`src/core/cfi_pkg.sv`:
```
package cfi_pkg;
    localparam int ADDR_W = 48;
    localparam int DATA_W = 32;
    localparam logic [47:0] CSR_UPPER = 48'hFFFF_F0F0_0000;
    localparam logic [11:0] OFS_GAIN_CAP = 12'h520;
    localparam logic [11:0] OFS_TRIG_CAP = 12'h530;
    localparam logic [11:0] OFS_RATE_CAP = 12'h53C;
    localparam logic [11:0] OFS_RATE_SEL = 12'h600;
    localparam logic [11:0] OFS_MODE_SEL = 12'h604;
    // Bit 0 is the word's most significant bit; this maps it to a vector index.
    localparam int FLD_EXISTS = 31 - 0;
    localparam int FLD_ABS = 31 - 1;
    localparam int FLD_ONE_PUSH = 31 - 3;
    localparam int FLD_READABLE = 31 - 4;
    localparam int FLD_ON_OFF = 31 - 5;
    localparam int FLD_AUTO = 31 - 6;
    localparam int FLD_MANUAL = 31 - 7;
    localparam int FLD_POLARITY = 31 - 6;
    localparam int FLD_RAW_READ = 31 - 7;
    localparam int FLD_MIN_HI = 31 - 8;
    localparam int FLD_MAX_HI = 31 - 20;
    localparam int FLD_HWSRC_HI = 31 - 8;
    localparam int FLD_SWSRC = 31 - 15;
    localparam int FLD_TMODE_HI = 31 - 16;
    localparam int FLD_VMODE14 = 31 - 30;
    localparam int FLD_VMODE15 = 31 - 31;
    localparam int FLD_SEL_HI = 31 - 0;
    localparam logic [2:0] SEL_RESET = 3'h0;
    localparam logic [2:0] FMT_STILL = 3'h6;
    localparam logic [2:0] FMT_SCALABLE = 3'h7;

    typedef struct packed {
        logic exists;
        logic absolute;
        logic one_push;
        logic readable;
        logic on_off;
        logic auto_mode;
        logic manual;
        logic [11:0] min_val;
        logic [11:0] max_val;
    } cfi_feat_t;

    typedef struct packed {
        logic exists;
        logic absolute;
        logic readable;
        logic on_off;
        logic polarity;
        logic raw_read;
        logic [3:0] hw_src;
        logic sw_src;
        logic [5:0] modes;
        logic [1:0] vendor_modes;
    } cfi_trig_t;

    typedef struct packed {
        logic rate_valid;
        logic rev_valid;
        logic [2:0] rate;
        logic [2:0] revision;
    } cfi_rate_t;
endpackage

```
`src/core/cfi_pack.sv`:
```
`timescale 1ns/100ps
module cfi_pack
    import cfi_pkg::*;
(
    input wire cfi_feat_t feat,
    output logic [31:0] word
);
    always_comb begin
        word = '0;
        word[FLD_EXISTS] = feat.exists;
        word[FLD_ABS] = feat.absolute;
        word[FLD_ONE_PUSH] = feat.one_push;
        word[FLD_READABLE] = feat.readable;
        word[FLD_ON_OFF] = feat.on_off;
        word[FLD_AUTO] = feat.auto_mode;
        word[FLD_MANUAL] = feat.manual;
        word[FLD_MIN_HI -: 12] = feat.min_val;
        word[FLD_MAX_HI -: 12] = feat.max_val;
    end
endmodule

```
`src/core/cfi_csr.sv`:
```
`timescale 1ns/100ps
module cfi_csr
    import cfi_pkg::*;
(
    input wire logic sys_clk,
    input wire logic rst,
    input wire logic [9:0] bus_id,
    input wire logic [5:0] node_id,
    input wire logic req_valid,
    input wire logic req_write,
    input wire logic [ADDR_W+15:0] req_addr,
    input wire logic [DATA_W-1:0] req_wdata,
    output logic resp_valid,
    output logic resp_hit,
    output logic [DATA_W-1:0] resp_rdata,
    input wire logic [2:0] video_format,
    input wire cfi_feat_t gain_caps,
    input wire cfi_trig_t trig_caps,
    input wire cfi_feat_t rate_caps,
    output cfi_rate_t rate_sel,
    output logic [2:0] video_mode,
    output logic mode_changed
);
    logic [2:0] sel_q;
    logic [2:0] sel_d;
    logic [2:0] mode_q;
    logic [2:0] mode_d;
    logic resp_valid_q;
    logic resp_hit_q;
    logic [31:0] rdata_q;
    logic mode_chg_q;
    logic [2:0] fmt_q;
    logic [31:0] gain_word;
    logic [31:0] rate_word;
    logic [31:0] trig_word;
    logic [31:0] read_mux;

    // full node address is base plus offset.
    wire [63:0] base_addr = {bus_id, node_id, CSR_UPPER};
    wire [63:0] offs = req_addr - base_addr;
    wire in_space = (offs[63:12] == '0);
    wire [11:0] ofs = offs[11:0];
    wire hit_gain = in_space && ofs == OFS_GAIN_CAP;
    wire hit_trig = in_space && ofs == OFS_TRIG_CAP;
    wire hit_rcap = in_space && ofs == OFS_RATE_CAP;
    wire hit_rsel = in_space && ofs == OFS_RATE_SEL;
    wire hit_mode = in_space && ofs == OFS_MODE_SEL;
    wire hit_any = hit_gain | hit_trig | hit_rcap | hit_rsel | hit_mode;
    wire wr = req_valid && req_write;

    // gain flags and limits from live inputs.
    cfi_pack u_gain (
        .feat(gain_caps),
        .word(gain_word)
    );
    // frame-rate word shares the gain layout.
    cfi_pack u_rate (
        .feat(rate_caps),
        .word(rate_word)
    );

    always_comb begin
        trig_word = '0;
        trig_word[FLD_EXISTS] = trig_caps.exists;
        trig_word[FLD_ABS] = trig_caps.absolute;
        trig_word[FLD_READABLE] = trig_caps.readable;
        trig_word[FLD_ON_OFF] = trig_caps.on_off;
        trig_word[FLD_POLARITY] = trig_caps.polarity;
        trig_word[FLD_RAW_READ] = trig_caps.raw_read;
        trig_word[FLD_HWSRC_HI -: 4] = trig_caps.hw_src;
        trig_word[FLD_SWSRC] = trig_caps.sw_src;
        trig_word[FLD_TMODE_HI -: 6] = trig_caps.modes;
        trig_word[FLD_VMODE14] = trig_caps.vendor_modes[1];
        trig_word[FLD_VMODE15] = trig_caps.vendor_modes[0];
    end

    // reserved bits read zero, unmapped reads zero.
    assign read_mux = hit_gain ? gain_word :
                      hit_trig ? trig_word :
                      hit_rcap ? rate_word :
                      hit_rsel ? {sel_q, 29'h0} :
                      hit_mode ? {mode_q, 29'h0} : 32'h0;

    // mode field is the top three bits.
    assign mode_d = (wr && hit_mode) ? req_wdata[FLD_SEL_HI -: 3] : mode_q;
    // capability writes fall through without effect.
    assign sel_d = (wr && hit_rsel) ? req_wdata[FLD_SEL_HI -: 3] : sel_q;

    always_ff @(posedge sys_clk) begin
        if (rst) begin
            sel_q <= SEL_RESET;
            mode_q <= SEL_RESET;
            fmt_q <= SEL_RESET;
            mode_chg_q <= 1'b0;
            resp_valid_q <= 1'b0;
            resp_hit_q <= 1'b0;
            rdata_q <= 32'h0;
        end else begin
            sel_q <= sel_d;
            mode_q <= mode_d;
            fmt_q <= video_format;
            // flag a format or mode change so host rereads.
            mode_chg_q <= (mode_d != mode_q) || (video_format != fmt_q);
            resp_valid_q <= req_valid;
            resp_hit_q <= req_valid && hit_any;
            rdata_q <= (req_valid && !req_write) ? read_mux : 32'h0;
        end
    end

    // formats 0 to 2 take the field as a rate.
    assign rate_sel.rate_valid = video_format <= 3'h2;
    assign rate_sel.rate = (video_format <= 3'h2) ? sel_q : 3'h0;
    // format 6 takes the field as a revision.
    assign rate_sel.rev_valid = video_format == FMT_STILL;
    assign rate_sel.revision = (video_format == FMT_STILL) ? sel_q : 3'h0;
    // format 7 sees neither rate nor revision.
    assign video_mode = mode_q;
    assign mode_changed = mode_chg_q;
    assign resp_valid = resp_valid_q;
    assign resp_hit = resp_hit_q;
    assign resp_rdata = rdata_q;
endmodule

```
`config.mk`:
```
export PLATFORM = sky130hd
export DESIGN_NAME = cfi_csr
export DESIGN_NICKNAME = d
export VERILOG_FILES = /design/src/core/cfi_pkg.sv /design/src/core/cfi_pack.sv /design/src/core/cfi_csr.sv
export SDC_FILE = /design/constraint.sdc
export NUM_CORES = 1
export LEC_CHECK = 0
export ABC_CLOCK_PERIOD_IN_PS = 5250
export CAP_MARGIN = 20
export CORE_MARGIN = 10
export CORE_UTILIZATION = 65
export DETAILED_ROUTE_END_ITERATION = 10
export DONT_BUFFER_PORTS = 1
export PLACE_DENSITY = 0.92
export SYNTH_ARGS = -nofsm -noshare
export SYNTH_HDL_FRONTEND = slang
export SYNTH_SLANG_ARGS = --single-unit
```
`constraint.sdc`:
```
create_clock -name sys_clk -period 5.25 [get_ports sys_clk]
set_input_delay 1.05 -clock sys_clk [delete_from_list [all_inputs] [get_ports sys_clk]]
set_output_delay 1.05 -clock sys_clk [all_outputs]
set_load 0.01 [all_outputs]
```
# ---- Word level (Yosys, flattened, before mapping)
# Cells that the tools add are included.
dict set report classes {
  addsub 1
  multipliers 0
  n_div 0
  order_cmp 1
  eq_ne 8
  shift 0
  n_mux 8
  bitwise 5
  n_reduce_logical 15
}
# op n
set ops {}
lappend ops {{$mux 32} 5}
lappend ops {{$sub 64x64->64} 1}
lappend ops {{$eq 12x11->1 const B} 5}
lappend ops {{$logic_not 52->1} 1}
lappend ops {{$logic_and 1x1->1} 10}
lappend ops {{$mux 3} 3}
lappend ops {{$ne 3x3->1} 2}
lappend ops {{$reduce_or 5->1} 1}
lappend ops {{$or 1x1->1} 4}
lappend ops {{$eq 3x3->1 const B} 1}
lappend ops {{$le 3x2->1 const B} 1}
lappend ops {{$reduce_or 2->1} 1}
lappend ops {{$logic_not 1->1} 1}
lappend ops {{$logic_or 1x1->1} 1}
lappend ops {{$not 1->1} 1}
dict set report totals {
  ff_bits 44
  latchBits 0
  ram_bits 0
  mem_bits_ro 0
  wordCells 46
  memories 0
}

# ---- Depth between registers and ports, before layout
dict set report depth {
  ltp_word 8
  mapped_depth 14
  ltp_nobuf 11
}

# ---- By module
# Synthesis repeated with hierarchy kept, for this count alone.
dict set report unflattened {
  hier_cells 511
  area_unflattened_um2 4022.6
}
# module n_inst cells_per_inst area_per_inst_um2 seq_area_each_um2
set by_module_without_submodules {}
lappend by_module_without_submodules {cfi_csr 1 445 3534.6 880.8}
lappend by_module_without_submodules {cfi_pack 2 33 244.0 0.0}

# ---- Least setup slack after synthesis
# OpenSTA, ideal clock, no wires.
dict set report synth_timing {
  path_kind {in2reg}
  startpoint {input bus_id[0]}
  endpoint {register rdata_q[30] (netlist: resp_rdata[30])}
  t_arrival_ns 3.935
  required_time_ns 5.184
  slack_ns 1.249
  stages 14
  cell_sequence {inv_1 -> ha_1 -> buf_2 -> and2_1 -> a311o_1 -> a21oi_1 -> o31ai_1 -> or3_1 -> a2111oi_2 -> nand2_1 -> or4_1 -> buf_6 -> buf_12 -> nor2_4}
}
dict set report synth_via {
  elab_chain_cells 8
  word_cells_on_any_way 12
  cone_classes {add/sub: 1; mux: 5; reduce/logical: 6}
}
# element line
set synth_lines {}
lappend synth_lines {{start: declaration} cfi_csr.sv:7} ;# input wire logic [9:0] bus_id,
lappend synth_lines {{$sub 64x64->64 *} cfi_csr.sv:40} ;# wire [63:0] offs = req_addr - base_addr;
lappend synth_lines {{$logic_not 52->1 *} cfi_csr.sv:41} ;# wire in_space = (offs[63:12] == '0);
lappend synth_lines {{$logic_and 1x1->1} cfi_csr.sv:47} ;# wire hit_mode = in_space && ofs == OFS_MODE_SEL;
lappend synth_lines {{$mux 32} cfi_csr.sv:82} ;# hit_mode ? {mode_q, 29'h0} : 32'h0;
lappend synth_lines {{$mux 32} cfi_csr.sv:81} ;# hit_rsel ? {sel_q, 29'h0} :
lappend synth_lines {{$mux 32} cfi_csr.sv:80} ;# hit_rcap ? rate_word :
lappend synth_lines {{$mux 32} cfi_csr.sv:79} ;# hit_trig ? trig_word :
lappend synth_lines {{$mux 32 *} cfi_csr.sv:78} ;# assign read_mux = hit_gain ? gain_word :
lappend synth_lines {{end signal: assignment} cfi_csr.sv:106} ;# rdata_q <= (req_valid && !req_write) ? read_mux : 32'h0;
lappend synth_lines {{end: declaration} cfi_csr.sv:30} ;# logic [31:0] rdata_q;
# Mark *: on every way between the ends. The rest lies on a longest branch, timed or not.
# A chain may end at the register's enable or synchronous reset.

# ---- Worst setup path after layout
dict set report layout_timing {
  startpoint {input node_id[1]}
  endpoint {register rdata_q[29] (netlist: resp_rdata[29])}
}
dict set report layout_via {
  elab_chain_cells 5
  word_cells_on_any_way 10
  cone_classes {add/sub: 1; mux: 2; reduce/logical: 7}
}
# element line
set layout_lines {}
lappend layout_lines {{start: declaration} cfi_csr.sv:8} ;# input wire logic [5:0] node_id,
lappend layout_lines {{$sub 64x64->64 *} cfi_csr.sv:40}
lappend layout_lines {{$logic_not 52->1 *} cfi_csr.sv:41}
lappend layout_lines {{$logic_and 1x1->1} cfi_csr.sv:47}
lappend layout_lines {{$mux 32} cfi_csr.sv:82}
lappend layout_lines {{$mux 32} cfi_csr.sv:81}
# Marked as above.

==> results.toml <==
[run_status]
status = "complete, no violations"

[synthesis]
synth_xor_area_frac = 0.0364
yosys.cell_types.count = 67
synth.net_count = 667
synthMuxAreaShare = 0.0900
synth_flop_cell = "dfxtp_1"
ys_seq_area_frac = 0.229
avgSynthCellArea_um2 = 8.52
ys_warn_count = 0
syn_area_mm2 = 0.00385
async_flop_share = 0
synthAdderAreaFrac = 0.0487
synth_compound_area_frac = 0.189
synth_edf_count = 0
synthCells = 452
synth_top_family_by_area = "simple AND/OR/NAND/NOR gates"
ys_ff_latch = 44
synth-simple-area-share = 0.350

[timing]
relSlewSlack = 0.427
hold_viol_final = 0
timing.final.crit_share = 0.830
setup_violations = 0
slew_viol_final = 0
fmax_mhz = 230
fin_crit_ns = 4.36
fin_worst_skew_ns = 0.00725
tightest_slew_ns = 0.859
finalSetupTns_ns = 0
rsz0062_at_grt = "no"

[final_layout]
layout_common_cells = "dfxtp_1, nand2_1, nor2_4"
drive_above_1_share = 0.185
nFillCells = 454
post-route-util = 0.704
final_common_cell = "dfxtp_1"
syn2layout_area_growth_pct = 3.12
multi_input_area_mm2 = 0.00277
nets = 658
diodes = 0
seqCellArea_um2 = 881

[drt]
met2_length_um = 6730
wl_met3_um = 989
drtPass1Iterations = 4
totalWireLength_um = 12300
wl_per_cell_um = 23.8
vias = 3553
top_layer_used = "met4"
drc = 0
met1_length_um = 4360
via_per_inst = 6.89
ant_nets = 0
initialDrtViolationCount = 157

[job]
cap_violations = 0

[place]
dp_hpwl_um = 10500
place.gp.congestion = 0.923
port_buffers = 0

[global_route]
grt_pass1_wl_um = 18800
antenna_found_initial = 0
grtUsageTotal = 0.235
grt_pass1_vias = 3481
grt_overflow_total = 0
grt_max_degree = 33

[pwr]
power_frac_seq = 0.443
comb_power_share = 0.235
netSwitchingFraction = 0.271
clkPwrFrac = 0.323
ir_drop_v = 0.000155
pwr_density_cell_mw_per_mm2 = 192
p_leak_nw = 1.34
p_int_mw = 0.556
switchingPower_mw = 0.207

[setup_path]
worst-path-max-fanout = 32
end_kind = "register"
rr_startpoint = "video_mode[1]"
criticalPathCategory = "primary input to register"
crit_path_start_kind = "primary input"
worst_ep_required_time_ns = 5.46
cp.arrival_ns = 4.57
cp-startpoint = "node_id[1]"

[floorplan]
die_x_um = 97.0
start_util = 0.683
ios = 246
die_area_mm2 = 0.00940
fp.dieH_um = 97.0
rows = 27
core_mm2 = 0.00564

[worst_hold_path]
min-delay-start = "sel_q[1]"
hp-class = "register to register"

[cts]
cts_resized = 0
clkTransAtPathRegs_ns = 0.08
tritoncts = "built"
cts_buffers = 5
cts_hold_buf = 0
clock_latency_ns = 0.28
cts_max_level = 2
postCtsSetupRepairBufs = 0
clock_sink_count = 44
clock_path_buffers = 2
cts-root-buf = "clkbuf_8"
-- worst max-delay path, stage by stage --
cell	delay (ns)
inv_1	0.02
ha_1	0.34
a21oi_1	0.25
o21a_1	0.24
a2bb2oi_1	0.34
nand3b_2	0.19
o2111ai_1	0.23
o311ai_1	0.21
or3_1	0.40
or4_2	0.64
buf_4	0.40
nor3b_2	0.25
-- synthesized netlist by cell type (11+ instances only) --
library cell	count	area, µm²
clkbuf_1	13	48.8
mux2_2	21	236
dfxtp_1	44	881
nand2_1	35	131
nand4_1	15	93.8
nor2_4	30	338
ha_1	15	188
nor2_1	17	63.8
inv_1	22	82.6
mux2i_1	11	110
nor4_1	15	93.8
a21oi_1	15	75.1
a22oi_1	28	210
-- area by class of cell --
type | count | share of cell area
inverters | 22 | 0.0208
flip-flops and latches | 44 | 0.222
multi-input cells | 365 | 0.697
clock inverters | 2 | 0.00882
well taps | 72 | 0.0227
repair buffers | 5 | 0.0104
clock buffers | 6 | 0.0183
-- registers in the layout (all words and copies together), names as in the netlist --
register	cells
fmt_q	3
mode_changed	1
video_mode	3
sel_q	3
resp_valid	1
resp_hit	1
resp_rdata	32
-- worst paths after layout --
check / endpoint / slack, ns / cells after the start
hold reg to reg: sel_q[1] / 0.52 / 2
setup / recovery: resp_rdata[29] / 0.89 / 12
hold / removal: sel_q[1] / 0.52 / 2
setup reg to reg: mode_changed / 3.47 / 5
-- cell families (layout without fill, tap and decap cells) --
logic type,Yosys count,after routing
AOI/OAI and AO/OA,100,100
adders and majority gates,15,15
muxes,32,32
DFF,44,44
buffers and inverters,43,35
xor gates and xnor gates,16,16
and+or+nand+nor,202,202
-- through the flow --
step / hold WS, ns / power [mW] / instance area, µm² / cells / setup WS [ns]
after global routing: 0.536 / 0.799 / 3970 / 516 / 0.728
final: 0.516 / 0.763 / 3970 / 516 / 0.893
after floorplan: 0.467 / 0.494 / 3850 / 452 / 1.25
after detailed placement: 0.502 / 0.521 / 3840 / 506 / 0.619
after CTS: 0.517 / 0.763 / 3950 / 514 / 0.898
after global placement: 0.489 / 0.515 / 3840 / 506 / 0.700
-- power by group through the flow --
stage          Combinational, mW  Sequential (mW)  Clock (mW)
6_report                   0.179            0.338       0.246
4_1_cts                    0.176            0.338       0.249
2_1_floorplan              0.150            0.345           0
3_3_place_gp               0.170            0.345           0
5_1_grt                    0.198            0.338       0.264
3_5_place_dp               0.175            0.346           0
-- per-layer routing --
| layer | global-route usage | vias to the layer above |
|---|---|---|
| li1 | - | 1692 |
| met1 | 0.251 | 1658 |
| met5 | 0 | - |
| met4 | 0.0507 | 0 |
| met2 | 0.450 | 188 |
| met3 | 0.0546 | 15 |
No activity file was read; power rests on OpenSTA's default activity.
